`config.mk`:
```
export PLATFORM = sky130hd
export DESIGN_NAME = rxpps_page_select
export DESIGN_NICKNAME = d
export VERILOG_FILES = /design/src/verilog/rxpps_pkg.sv /design/src/verilog/rxpps_page_select.sv
export SDC_FILE = /design/constraint.sdc
export NUM_CORES = 1
export LEC_CHECK = 0
export BUFFER_PORTS_ARGS = -buffer_cell sky130_fd_sc_hd__buf_2
export CORE_ASPECT_RATIO = 1.5
export CORE_MARGIN = 2
export CORE_UTILIZATION = 51
export DETAILED_ROUTE_END_ITERATION = 10
export PLACE_DENSITY = 0.76
export SLEW_MARGIN = 10
export SYNTH_ARGS = -nofsm -noshare
export SYNTH_HDL_FRONTEND = slang
export SYNTH_SLANG_ARGS = --single-unit
```
`constraint.sdc`:
```
create_clock -name clk_in -period 2.6 [get_ports clk_in]
set_clock_uncertainty 0.1 [all_clocks]
set_input_delay 0 -clock clk_in [delete_from_list [all_inputs] [get_ports clk_in]]
set_output_delay 0 -clock clk_in [all_outputs]
set_load 0.02 [all_outputs]
```
`src/verilog/rxpps_pkg.sv`:
```
// rxpps_pkg: register map, field positions and reset values for the receive port paging block
// assumes an 8-bit register address space served by the device's I2C register clock
package rxpps_pkg;

    // register offsets
    localparam logic [7:0] RXPPS_PAGE_SELECT_ADDR = 8'h4c;
    localparam logic [7:0] RXPPS_STATUS_ONE_ADDR  = 8'h4d;

    // paged receiver register windows
    localparam logic [7:0] RXPPS_PAGED_A_LOW      = 8'h4d;
    localparam logic [7:0] RXPPS_PAGED_A_HIGH     = 8'h7f;
    localparam logic [7:0] RXPPS_PAGED_B_LOW      = 8'hd0;
    localparam logic [7:0] RXPPS_PAGED_B_HIGH     = 8'hdf;

    // receive_port_page_select fields
    localparam int         RXPPS_PHYS_PORT_LSB    = 6;
    localparam int         RXPPS_READ_PORT_LSB    = 4;
    localparam int         RXPPS_WRITE_EN_LSB     = 0;

    // receive_port_status_one fields
    localparam int         RXPPS_STS_PORT_LSB     = 6;
    localparam int         RXPPS_STS_CRC_BIT      = 5;

    // sizes and reset values
    localparam int         RXPPS_NUM_RX_PORTS     = 4;
    localparam logic [1:0] RXPPS_LOCAL_READ_RESET = 2'h0;
    localparam logic [3:0] RXPPS_LOCAL_WRITE_RESET = 4'h0;
    localparam logic [1:0] RXPPS_LOCAL_PHYS_PORT  = 2'h0;
    localparam logic [7:0] RXPPS_UNMAPPED_DATA    = 8'h00;

    // cycles from access strobe to answer
    localparam int         RXPPS_ACCESS_LATENCY   = 2;

endpackage

```
`src/verilog/rxpps_page_select.sv`:
```
// rxpps_page_select: per-source paging of the four receive port register blocks,
// the page select register and the selected-port part of the first status register
// assumes the i2c slave and back-channel slaves hand over decoded accesses on clk_in,
// and that the per-port register blocks answer reads combinationally
//
// Functional notes
// - paged ranges follow the current port selection
// - bits 5:4 pick the port for reads
// - bits 3:0 enable writes per port, broadcast
// - enable bit 0 blocks, 1 passes writes
// - read port resets local 0, remote own port
// - write enables reset local 0, remote own bit
// - bits 7:6 read 0 locally, port remotely
// - each access source keeps its own page
// - status bits 7:6 report selected read port
// - status bit 5 crc fault, clear on read
`timescale 1ns/1ps

module rxpps_page_select
    import rxpps_pkg::*;
#(
    parameter int NUM_LOCAL = 2
) (
    input  wire logic                      clk_in,
    input  wire logic                      reset_in,
    input  wire logic                      access_valid_in,
    input  wire logic                      access_write_in,
    input  wire logic [$clog2(NUM_LOCAL + RXPPS_NUM_RX_PORTS)-1:0] access_source_in,
    input  wire logic [7:0]                access_addr_in,
    input  wire logic [7:0]                access_wdata_in,
    output logic                           access_ack_out,
    output logic [7:0]                     access_rdata_out,
    input  wire logic [3:0]                crc_fault_in,
    output logic [3:0]                     port_write_out,
    output logic                           port_read_out,
    output logic [1:0]                     port_select_out,
    output logic [7:0]                     port_addr_out,
    output logic [7:0]                     port_wdata_out,
    input  wire logic [4*8-1:0]            port_rdata_in
);

    localparam int NUM_SOURCES = NUM_LOCAL + RXPPS_NUM_RX_PORTS;
    localparam int SRC_W       = $clog2(NUM_SOURCES);

    if (NUM_LOCAL < 1 || NUM_LOCAL > 4) begin : g_check
        $error("rxpps_page_select: NUM_LOCAL must be 1 to 4");
    end

    typedef struct packed {
        logic [NUM_SOURCES-1:0][1:0] read_port;
        logic [NUM_SOURCES-1:0][3:0] write_en;
        logic [3:0]                  crc_fault;
        logic                        req_valid;
        logic                        req_write;
        logic                        req_paged;
        logic                        req_status;
        logic [7:0]                  local_data;
        logic [3:0]                  port_write;
        logic                        port_read;
        logic [1:0]                  port_sel;
        logic [7:0]                  port_addr;
        logic [7:0]                  port_wdata;
        logic                        ack;
        logic [7:0]                  rdata;
    } rxpps_state_type;

    // sources below NUM_LOCAL are local i2c, the rest are back channels of ports 0..3
    function automatic logic is_remote(input int src);
        is_remote = (src >= NUM_LOCAL);
    endfunction

    function automatic logic [1:0] source_port(input int src);
        source_port = is_remote(src) ? 2'(src - NUM_LOCAL) : RXPPS_LOCAL_PHYS_PORT;
    endfunction

    function automatic logic is_paged(input logic [7:0] addr);
        is_paged = (addr >= RXPPS_PAGED_A_LOW && addr <= RXPPS_PAGED_A_HIGH) ||
                   (addr >= RXPPS_PAGED_B_LOW && addr <= RXPPS_PAGED_B_HIGH);
    endfunction

    // constant reset image; remote sources start paged onto their own port
    function automatic rxpps_state_type reset_state();
        rxpps_state_type r;
        r = '0;
        for (int s = 0; s < NUM_SOURCES; s++) begin
            if (is_remote(s)) begin
                r.read_port[s] = source_port(s);
                r.write_en[s]  = 4'(1) << source_port(s);
            end else begin
                r.read_port[s] = RXPPS_LOCAL_READ_RESET;
                r.write_en[s]  = RXPPS_LOCAL_WRITE_RESET;
            end
        end
        return r;
    endfunction

    localparam rxpps_state_type RESET_STATE = reset_state();

    rxpps_state_type state;
    rxpps_state_type next_state;

    always_comb begin
        int          src;
        logic        src_ok;
        logic [1:0]  sel;
        logic [3:0]  crc_clear;
        src       = int'(access_source_in);
        src_ok    = (src < NUM_SOURCES);
        sel       = 2'h0;
        crc_clear = 4'h0;
        next_state = state;

        // answer stage: one cycle after the port strobes
        next_state.ack   = state.req_valid;
        next_state.rdata = RXPPS_UNMAPPED_DATA;
        if (state.req_valid && !state.req_write) begin
            if (state.req_paged) begin
                next_state.rdata = port_rdata_in[{state.port_sel, 3'b000} +: 8];
            end else begin
                next_state.rdata = state.local_data;
            end
            if (state.req_status) begin
                next_state.rdata[RXPPS_STS_PORT_LSB +: 2] = state.port_sel;
                next_state.rdata[RXPPS_STS_CRC_BIT] = state.crc_fault[state.port_sel];
                crc_clear[state.port_sel] = 1'b1;
            end
        end

        // a fault arriving with the clearing read stays set
        for (int p = 0; p < RXPPS_NUM_RX_PORTS; p++) begin
            if (crc_clear[p]) begin
                next_state.crc_fault[p] = 1'b0;
            end
            if (crc_fault_in[p]) begin
                next_state.crc_fault[p] = 1'b1;
            end
        end

        // request stage
        next_state.req_valid  = access_valid_in && src_ok;
        next_state.req_write  = access_write_in;
        next_state.req_paged  = 1'b0;
        next_state.req_status = 1'b0;
        next_state.local_data = RXPPS_UNMAPPED_DATA;
        next_state.port_write = 4'h0;
        next_state.port_read  = 1'b0;
        if (access_valid_in && src_ok) begin
            sel = state.read_port[src];
            next_state.port_sel   = sel;
            next_state.port_addr  = access_addr_in;
            next_state.port_wdata = access_wdata_in;
            if (is_paged(access_addr_in)) begin
                next_state.req_paged = 1'b1;
                if (access_write_in) begin
                    // no enable set leaves every block untouched, still acked
                    next_state.port_write = state.write_en[src];
                end else begin
                    next_state.port_read  = 1'b1;
                    next_state.req_status = (access_addr_in == RXPPS_STATUS_ONE_ADDR);
                end
            end else if (access_addr_in == RXPPS_PAGE_SELECT_ADDR) begin
                if (access_write_in) begin
                    // only the writing source's page moves
                    next_state.read_port[src] =
                        access_wdata_in[RXPPS_READ_PORT_LSB +: 2];
                    next_state.write_en[src] =
                        access_wdata_in[RXPPS_WRITE_EN_LSB +: 4];
                end else begin
                    next_state.local_data[RXPPS_PHYS_PORT_LSB +: 2] =
                        source_port(src);
                    next_state.local_data[RXPPS_READ_PORT_LSB +: 2] =
                        state.read_port[src];
                    next_state.local_data[RXPPS_WRITE_EN_LSB +: 4] =
                        state.write_en[src];
                end
            end
        end
    end

    always_ff @(posedge clk_in or posedge reset_in) begin
        if (reset_in) begin
            state <= RESET_STATE;
        end else begin
            state <= next_state;
        end
    end

    // everything facing out comes straight from flip-flops
    assign access_ack_out   = state.ack;
    assign access_rdata_out = state.rdata;
    assign port_write_out   = state.port_write;
    assign port_read_out    = state.port_read;
    assign port_select_out  = state.port_sel;
    assign port_addr_out    = state.port_addr;
    assign port_wdata_out   = state.port_wdata;

endmodule

```
==> results of run 1 <==
[stage by stage]
step	std cells	total power (W)	instance area (µm²)	hold WS, ns
6_report	503	0.00302	4880	0.0326
5_1_grt	503	0.00313	4880	0.0318
4_1_cts	503	0.00304	4880	0.0307
3_5_place_dp	464	0.00175	4340	0.0497
3_3_place_gp	464	0.00174	4340	0.0392
2_1_floorplan	313	0.00167	4020	-0.0686
[state kept, by name, summed over array words and instances (netlist names)]
signal / cells
port_wdata_out: 8
port_read_out: 1
access_ack_out: 1
state: 51
port_write_out: 4
access_rdata_out: 8
next_state: 1
port_addr_out: 8
port_select_out: 2
[placed cells by master (no fill, tap or decap), types with 2 or more instances in the layout]
cell type	count
buf_2	90
dfrtp_1	76
mux2_2	49
dlygate4sd3_1	23
nor2_1	22
mux2i_1	16
o21ai_0	9
clkbuf_16	9
nor2b_1	8
a21oi_1	8
mux4_2	8
dfstp_2	8
nand2_1	7
nand3_1	7
mux2_4	6
a22oi_1	5
buf_4	5
inv_1	3
nand4_1	3
nand2b_1	3
nor3_1	3
clkinv_2	3
or4_4	2
nor4b_4	2
o221a_2	2
nor3b_1	2
a21o_1	2
clkbuf_8	2
[critical path: stages]
cell and delay [ns]:
dlygate4sd3_1 0.54, buf_2 0.14, or2_4 0.25, or4_4 0.55
nor3_2 0.52, mux2_2 0.40
[worst paths after layout]
check                      slack (ns)                            end
min in group asynchronous        0.21  access_rdata_out[1]$_DFF_PP0_
hold reg to reg                  0.30       access_ack_out$_DFF_PP0_
setup / recovery                 0.32          state[60]$_DFFE_PP0P_
hold / removal                   0.03  access_rdata_out[3]$_DFF_PP0_
max in group asynchronous        1.44          state[82]$_DFFE_PP1P_
setup reg to reg                 0.78  access_rdata_out[5]$_DFF_PP0_
[area by class of cell]
cell class | count | area (µm²)
fill | 598 | 2740
sequential | 84 | 2110
multi-input combinational | 179 | 1600
timing repair buffer | 118 | 718
clock buffer | 12 | 256
tap | 102 | 128
clock inverter | 4 | 47.5
inverter | 4 | 16.3
[cells in the mapped netlist (2+ instances only)]
library cell	number
dfrtp_1	76
mux2_2	49
buf_4	30
nor2_1	22
mux2i_1	16
clkbuf_1	10
o21ai_0	9
a21oi_1	8
dfstp_2	8
mux4_2	8
nor2b_1	8
nand2_1	7
nand3_1	7
mux2_4	6
a22oi_1	5
buf_1	4
inv_1	4
nand2b_1	3
nand4_1	3
nor3_1	3
a21o_1	2
buf_6	2
nor3b_1	2
nor4b_4	2
o221a_2	2
or4_4	2
[cell families (layout without fill, tap and decap cells)]
kind of cell	Yosys count	in the layout
flops	84	84
mux	79	79
simple gates	67	67
buf+inv	50	138
compound gates	33	33
[power by group through the flow]
stage | combinational, W | clock [W] | sequential [W]
2_1_floorplan | 0.000274 | 0 | 0.00139
6_report | 0.000354 | 0.00127 | 0.00139
4_1_cts | 0.000357 | 0.00129 | 0.00139
3_5_place_dp | 0.000329 | 0 | 0.00142
3_3_place_gp | 0.000324 | 0 | 0.00141
5_1_grt | 0.000384 | 0.00135 | 0.00140
[layer usage]
| metal | vias to the layer above | GRT usage |
|---|---|---|
| met4 | 0 | 0.0861 |
| li1 | 1262 | - |
| met3 | 13 | 0.0534 |
| met1 | 1322 | 0.232 |
| met5 | - | 0 |
| met2 | 90 | 0.360 |
[repair_timing]
action / 4_1_cts / 5_1_grt
hold buffers: 23 / 0
buffers inserted: 0 / 0
gates resized for setup: 0 / 0
hold endpoints to repair: 99 / 0
==> results.json, run 1 <==
{
  "totalNegativeSetupSlack_ns": 0,
  "grt_pass1_wl_mm": 13.4,
  "p_int_w": 0.00231,
  "ys_warn_count": 0,
  "track_usage": 0.203,
  "synth-compound-area-share": 0.0547,
  "vias": 2687,
  "drt-initial-drc-count": 128,
  "die_x_um": 76.5,
  "dpl.hpwl_mm": 5.88,
  "die_h_um": 113,
  "yosys-top-cells-area": "dfrtp_1 47%, mux2_2 14%, buf_4 5.6%, dfstp_2 5.2%, mux4_2 4.5%",
  "cellPowerDensity_mw_per_mm2": 619,
  "io_pins": 91,
  "synth_edf_count": 0,
  "wl_met3_um": 460,
  "wl_mm": 8.18,
  "min_path_type": "in2reg",
  "cts_buffers": 9,
  "htreeDepth": 3,
  "wl_per_cell_um": 16.3,
  "yosysSeqAreaShare": 0.525,
  "drv_cap": 0,
  "drtPass1Iterations": 4,
  "cts_tree": "done",
  "antenna_found_initial": 0,
  "syn_nets": 372,
  "netlist_instances": 313,
  "cts.sinks": 84,
  "met2RoutedLength_mm": 4.42,
  "cp-startpoint": "access_addr_in[5]",
  "diodes": 0,
  "power_frac_clock": 0.420,
  "p_comb_frac": 0.117,
  "clockBufferDepth": 2,
  "rsz0062_at_grt": "false",
  "muxShareOfSynthArea": 0.244,
  "first_global_vias": 2716,
  "yosysTopAreaCellShare": 0.473,
  "syn_area_per_cell_um2": 12.9,
  "p_leak_nw": 2.29,
  "highest_layer": "met4",
  "grt_max_degree": 45,
  "layout-drive-gt1-share": 0.476,
  "async_flop_share": 1.00,
  "crit_required_ns": 2.72,
  "num_rows": 39,
  "worstMarginPinSlew_ns": 0.764,
  "synth_cell_type_count": 41,
  "post-route-period-util": 0.875,
  "yosys.area_share.adder": 0,
  "drc": 0,
  "worst_slack_ns": 0.324,
  "antenna_left": 0,
  "clock.fmax_mhz": 439,
  "path_clk_slew_ns": 0.06,
  "syn_area_mm2": 0.00402,
  "finalCriticalPeriod_ns": 2.28,
  "pwr-share-seq": 0.462,
  "critPathArrivalTime_ns": 2.40,
  "crit_fanout": 6,
  "finalSetupViolCount": 0,
  "synth_top_family_by_area": "multiplexers",
  "hp-start": "port_rdata_in[3]",
  "path_class": "in2reg",
  "overflow": 0,
  "final_util": 0.641,
  "status": "finished, final reports clean",
  "synth-xor-area-share": 0,
  "layout.nets": 455,
  "maxSlewViolCount": 0,
  "r2r-start": "port_select_out[0]$_DFFE_PP0P_",
  "worstHoldPathCells": 4,
  "via_per_inst": 5.34,
  "irDropWorstVdd_mv": 0.498,
  "place_ws_ns": 0.514,
  "swShare": 0.233,
  "synth_ff_type": "dfrtp_1",
  "cts_root_buffer": "clkbuf_16",
  "hold_violations": 0,
  "clk_latency_ns": 0.34,
  "area_growth_pct": 21.2,
  "p_sw_w": 0.000704,
  "wl_met1_mm": 3.12,
  "dieArea_mm2": 0.00863,
  "ys_ff_latch": 84,
  "yosysTopAreaCell": "dfrtp_1",
  "synth-simple-area-share": 0.0977,
  "end_kind": "register",
  "core_mm2": 0.00761,
  "numPortBuffers": 90,
  "ff2ff_path_depth": 3,
  "start_util": 0.528,
  "startpoint_type": "input pin",
  "routabilityCongestion": 0.854,
  "max_slew_margin": 0.486
}
No activity file was read; power rests on OpenSTA's default activity.
==> inputs of run 2 (changes only) <==
--- a/config.mk
+++ b/config.mk
@@ -9,9 +9,10 @@
 export CORE_ASPECT_RATIO = 1.5
 export CORE_MARGIN = 2
 export CORE_UTILIZATION = 51
+export CTS_BUF_LIST = sky130_fd_sc_hd__clkbuf_2
 export DETAILED_ROUTE_END_ITERATION = 10
 export PLACE_DENSITY = 0.76
-export SLEW_MARGIN = 10
+export SLEW_MARGIN = 20
 export SYNTH_ARGS = -nofsm -noshare
 export SYNTH_HDL_FRONTEND = slang
 export SYNTH_SLANG_ARGS = --single-unit
==> results.json, run 2 (synthesized netlist as in run 1, its figures left out) <==
{
  "path_class": "in2reg",
  "dpl.hpwl_mm": 5.88,
  "finalCriticalPeriod_ns": 2.51,
  "max_slew_margin": 0.501,
  "top_register": "state",
  "core_mm2": 0.00761,
  "postCtsSetupBuffers": 0,
  "overflow": 0,
  "startpoint_type": "input pin",
  "fin_cells": 530,
  "htreeDepth": 3,
  "p_comb_frac": 0.169,
  "numPortBuffers": 90,
  "worstMarginPinSlew_ns": 0.743,
  "drc": 0,
  "final_common_cell": "buf_2",
  "crit_buf_inv": 4,
  "cts_buffers": 9,
  "clock.fmax_mhz": 399,
  "finalSetupViolCount": 0,
  "post-route-period-util": 0.965,
  "min_path_type": "in2reg",
  "wl_mm": 8.74,
  "end_kind": "register",
  "swShare": 0.269,
  "layout-drive-gt1-share": 0.446,
  "cts.sinks": 84,
  "dieArea_mm2": 0.00863,
  "io_pins": 91,
  "cts_root_buffer": "clkbuf_2",
  "cts_tree": "done",
  "power_frac_clock": 0.260,
  "irDropWorstVdd_mv": 0.303,
  "die_x_um": 76.5,
  "totalNegativeSetupSlack_ns": 0,
  "final_cell_mix": "90 x buf_2, 75 x dfrtp_1, 50 x dlygate4sd3_1",
  "diodes": 0,
  "critPathMaxStageDelay_ns": 0.57,
  "critPathArrivalTime_ns": 2.84,
  "nFillCells": 593,
  "first_global_vias": 2906,
  "largest_register_ffs": 51,
  "clockBufferDepth": 2,
  "drtPass1Iterations": 4,
  "critPathTopFamily": "buffers and inverters",
  "antenna_left": 0,
  "routabilityCongestion": 0.854,
  "dp_cells": 464,
  "critPathSlowestCell": "dlygate4sd3_1",
  "crit_chain": "dlygate4sd3_1 > buf_2 > a21boi_2 > dlygate4sd3_1 > buf_4 > nand2_1 > nor4b_4 > mux2_2",
  "rsz0062_at_grt": "false",
  "crit_top_cell": "dlygate4sd3_1",
  "cellPowerDensity_mw_per_mm2": 493,
  "p_int_w": 0.00178,
  "crit_required_ns": 2.93,
  "clk_latency_ns": 0.54,
  "p_leak_nw": 2.33,
  "drt-initial-drc-count": 128,
  "worst_hold_slack_ns": 0.0603,
  "layout.nets": 482,
  "die_h_um": 113,
  "track_usage": 0.217,
  "status": "finished, final reports clean",
  "num_rows": 39,
  "antenna_found_initial": 0,
  "area_growth_pct": 23.2,
  "start_util": 0.528,
  "vias": 2764,
  "hold_violations": 0,
  "via_per_inst": 5.22,
  "path_clk_slew_ns": 0.20,
  "drv_cap": 0,
  "maxSlewViolCount": 0,
  "crit_fanout": 17,
  "pwr-share-seq": 0.571,
  "wl_per_cell_um": 16.5,
  "p_sw_w": 0.000658,
  "grt_max_degree": 45,
  "grt_pass1_wl_mm": 14.5
}
-- run 2: cell count changes in the layout (fill, tap and decap cells not counted), moves of 2 or more --
cell,delta
clkbuf_8,-2
dlygate4sd3_1,+27
clkbuf_16,-9
clkinv_1,+2
clkbuf_2,+10
-- run 2: worst register-to-register path, cell delays in order (launching register included) --
cell and delay [ns]:
dfrtp_2 0.65, mux4_2 0.56, dlygate4sd3_1 0.58, mux2i_1 0.16
a21oi_1 0.09
-- run 2: timing repair --
| action | 4_1_cts | 5_1_grt |
|---|---|---|
| endpoints found under the hold margin | 160 | 0 |
| resized for setup | 0 | 2 |
| setup endpoints to repair | 0 | 4 |
| hold buffers | 50 | 0 |
-- run 2: per-layer routing --
| metal | wire [µm] | vias to the layer above | global-route usage |
|---|---|---|---|
| met2 | 4730 | 83 | 0.393 |
| met4 | 153 | 0 | 0.0764 |
| li1 | - | 1311 | - |
| met3 | 449 | 13 | 0.0566 |
| met1 | 3400 | 1357 | 0.247 |
| met5 | 0 | - | 0 |
-- run 2: metrics by stage --
stage,setup WS [ns],util,cell area [µm²],power [W]
CTS,0.127,0.650,4950,0.00246
global placement,0.532,0.571,4340,0.00174
floorplan,0.348,-,4020,0.00167
detailed placement,0.514,0.571,4340,0.00175
global route,0.0262,0.651,4960,0.00256
finish,0.0907,0.651,4960,0.00244
-- run 2: worst paths after layout --
check | to | slack (ns) | startpoint | cells past startpoint
max | state[77]$_DFFE_PP0P_ | 0.09 | access_source_in[2] | 8
min | state[42]$_DFF_PP0_ | 0.06 | access_write_in | 2
max reg2reg | access_rdata_out[7]$_DFF_PP0_ | 0.37 | port_select_out[0]$_DFFE_PP0P_ | 4
min reg2reg | access_ack_out$_DFF_PP0_ | 0.33 | next_state[8]$_DFF_PP0_ | 0
max in group asynchronous | state[82]$_DFFE_PP1P_ | 1.10 | reset_in | 5
min in group asynchronous | access_rdata_out[1]$_DFF_PP0_ | 0.54 | reset_in | 4
-- run 2: power by group through the flow --
stage / Combinational (W) / Clock (W) / Sequential [W]
5_1_grt: 0.000445 / 0.000713 / 0.00140
2_1_floorplan: 0.000274 / 0 / 0.00139
4_1_cts: 0.000410 / 0.000652 / 0.00139
6_report: 0.000413 / 0.000635 / 0.00139
3_5_place_dp: 0.000329 / 0 / 0.00142
3_3_place_gp: 0.000324 / 0 / 0.00141
-- run 2: layout make-up --
class / instances / area, µm² / share of cell area
Tap cell: 102 / 128 / 0.0258
Timing Repair Buffer: 145 / 988 / 0.199
Clock buffer: 10 / 50.0 / 0.0101
Inverter: 4 / 16.3 / 0.00328
Sequential cell: 84 / 2110 / 0.426
Clock inverter: 6 / 55.1 / 0.0111
Multi-Input combinational cell: 179 / 1610 / 0.324
==> inputs of run 3 (changes only) <==
--- a/config.mk
+++ b/config.mk
@@ -6,12 +6,13 @@
 export NUM_CORES = 1
 export LEC_CHECK = 0
 export BUFFER_PORTS_ARGS = -buffer_cell sky130_fd_sc_hd__buf_2
-export CORE_ASPECT_RATIO = 1.5
+export CORE_ASPECT_RATIO = 1.25
 export CORE_MARGIN = 2
 export CORE_UTILIZATION = 51
 export CTS_BUF_LIST = sky130_fd_sc_hd__clkbuf_2
 export DETAILED_ROUTE_END_ITERATION = 10
 export PLACE_DENSITY = 0.76
+export SKIP_LAST_GASP = 1
 export SLEW_MARGIN = 20
 export SYNTH_ARGS = -nofsm -noshare
 export SYNTH_HDL_FRONTEND = slang
==> results.json, run 3 (synthesized netlist as in run 1, its figures left out) <==
{
  "status": "finished, final reports clean",
  "drtPass1Iterations": 4,
  "start_util": 0.519,
  "cts_root_buffer": "clkbuf_2",
  "routabilityCongestion": 0.813,
  "layout.nets": 476,
  "rsz0062_at_grt": "false",
  "critPathTopFamily": "flip-flops",
  "p_comb_frac": 0.172,
  "clockBufferDepth": 2,
  "critPathSlowestCell": "dfrtp_1",
  "numPortBuffers": 90,
  "cts_tree": "done",
  "die_h_um": 103,
  "num_rows": 36,
  "min_path_type": "in2reg",
  "cts.sinks": 84,
  "met2RoutedLength_mm": 4.34,
  "path_clk_slew_ns": 0.20,
  "crit_required_ns": 2.94,
  "maxSlewViolCount": 0,
  "grt_pass1_wl_mm": 13.4,
  "p_int_w": 0.00170,
  "antenna_left": 0,
  "multi_input_comb_area_mm2": 0.00160,
  "antenna_found_initial": 0,
  "wl_met3_um": 449,
  "final_common_cell": "buf_2",
  "path_class": "reg2reg",
  "layout-drive-gt1-share": 0.445,
  "critPathArrivalTime_ns": 2.82,
  "first_global_vias": 2786,
  "cts_buffers": 9,
  "clk_latency_ns": 0.53,
  "wl_per_cell_um": 16.1,
  "drv_cap": 0,
  "p_leak_nw": 2.30,
  "highest_layer": "met4",
  "core_mm2": 0.00775,
  "track_usage": 0.200,
  "power_frac_clock": 0.232,
  "largest_register_ffs": 51,
  "top_register": "state",
  "final_area_mm2": 0.00487,
  "postCtsSetupBuffers": 0,
  "vias": 2798,
  "swShare": 0.275,
  "p_sw_w": 0.000644,
  "layout.area.seq_mm2": 0.00211,
  "htreeDepth": 3,
  "die_x_um": 83.4,
  "crit_chain": "mux4_2 > dlygate4sd3_1 > mux2i_1 > a21oi_1",
  "post_dp_cell_area_mm2": 0.00432,
  "grt_max_degree": 46,
  "critPathMaxStageDelay_ns": 0.85,
  "end_kind": "register",
  "via_per_inst": 5.41,
  "post-route-period-util": 0.950,
  "irDropWorstVdd_mv": 0.208,
  "area_growth_pct": 21.2,
  "hold_violations": 0,
  "wl_mm": 8.34,
  "clock.fmax_mhz": 405,
  "startpoint_type": "register",
  "drc": 0,
  "wl_met1_mm": 3.28,
  "crit_fanout": 16,
  "totalNegativeSetupSlack_ns": 0,
  "finalSetupViolCount": 0,
  "overflow": 0,
  "pwr-share-seq": 0.596,
  "drt-initial-drc-count": 108,
  "dpl.hpwl_mm": 5.51,
  "crit_buf_inv": 1,
  "io_pins": 91,
  "dieArea_mm2": 0.00862,
  "diodes": 0,
  "nFillCells": 619,
  "cellPowerDensity_mw_per_mm2": 480,
  "max_slew_margin": 0.517,
  "finalCriticalPeriod_ns": 2.47,
  "worstMarginPinSlew_ns": 0.724,
  "final_cell_mix": "90 x buf_2, 76 x dfrtp_1, 49 x mux2_2"
}
## run 3: per-stage QoR
| step | cells | power [W] | setup slack, ns | util | hold WS, ns |
|---|---|---|---|---|---|
| final | 517 | 0.00234 | 0.129 | 0.629 | 0.0479 |
| after global routing | 517 | 0.00245 | 0.0374 | 0.629 | 0.0531 |
| after CTS | 517 | 0.00235 | 0.158 | 0.629 | 0.0393 |
| after detailed placement | 454 | 0.00174 | 0.545 | 0.558 | 0.0164 |
| after global placement | 454 | 0.00173 | 0.551 | 0.558 | 0.0112 |
| after floorplan | 313 | 0.00167 | 0.348 | - | -0.0686 |
## run 3: worst paths after layout
check / start / endpoint / slack [ns] / cells after the start
worst min register to register: next_state[8]$_DFF_PP0_ / access_ack_out$_DFF_PP0_ / 0.33 / 0
worst min-delay path: access_write_in / state[42]$_DFF_PP0_ / 0.05 / 2
min in group asynchronous: reset_in / access_rdata_out[1]$_DFF_PP0_ / 0.52 / 4
max in group asynchronous: reset_in / state[82]$_DFFE_PP1P_ / 1.15 / 5
worst max register to register: port_select_out[0]$_DFFE_PP0P_ / access_rdata_out[7]$_DFF_PP0_ / 0.13 / 4
worst max-delay path: port_select_out[0]$_DFFE_PP0P_ / access_rdata_out[7]$_DFF_PP0_ / 0.13 / 4
## run 3: power by group through the flow
stage | logic [W] | clock network, W | registers, W
detailed placement | 0.000325 | 0 | 0.00142
global route | 0.000435 | 0.000606 | 0.00141
CTS | 0.000399 | 0.000557 | 0.00140
global placement | 0.000319 | 0 | 0.00141
floorplan | 0.000274 | 0 | 0.00139
finish | 0.000401 | 0.000544 | 0.00139
## run 3: worst register-to-register path: cells and delay by family, from the launching register on
| family | cells | cell delay (ns) |
|---|---|---|
| AO/OA/AOI/OAI | 1 | 0.08 |
| buffers and inverters | 1 | 0.60 |
| flip-flops | 1 | 0.85 |
| multiplexers | 2 | 0.75 |
## run 3: layout make-up
class	count	area share
Multi-Input combinational cell	179	0.328
Sequential cell	84	0.433
Clock inverter	3	0.00282
Inverter	4	0.00334
Timing Repair Buffer	139	0.195
Tap cell	95	0.0244
Clock buffer	13	0.0134
## run 3: what timing repair did
| item | CTS | global route |
|---|---|---|
| resized for setup | 0 | 0 |
| hold buffers | 47 | 0 |
| hold endpoints to repair | 160 | 0 |
## run 3: per-layer routing
metal / global-route usage / vias up
met4: 0.115 / 0
met3: 0.0333 / 19
met5: 0 / -
met1: 0.241 / 1399
met2: 0.348 / 86
li1: - / 1294
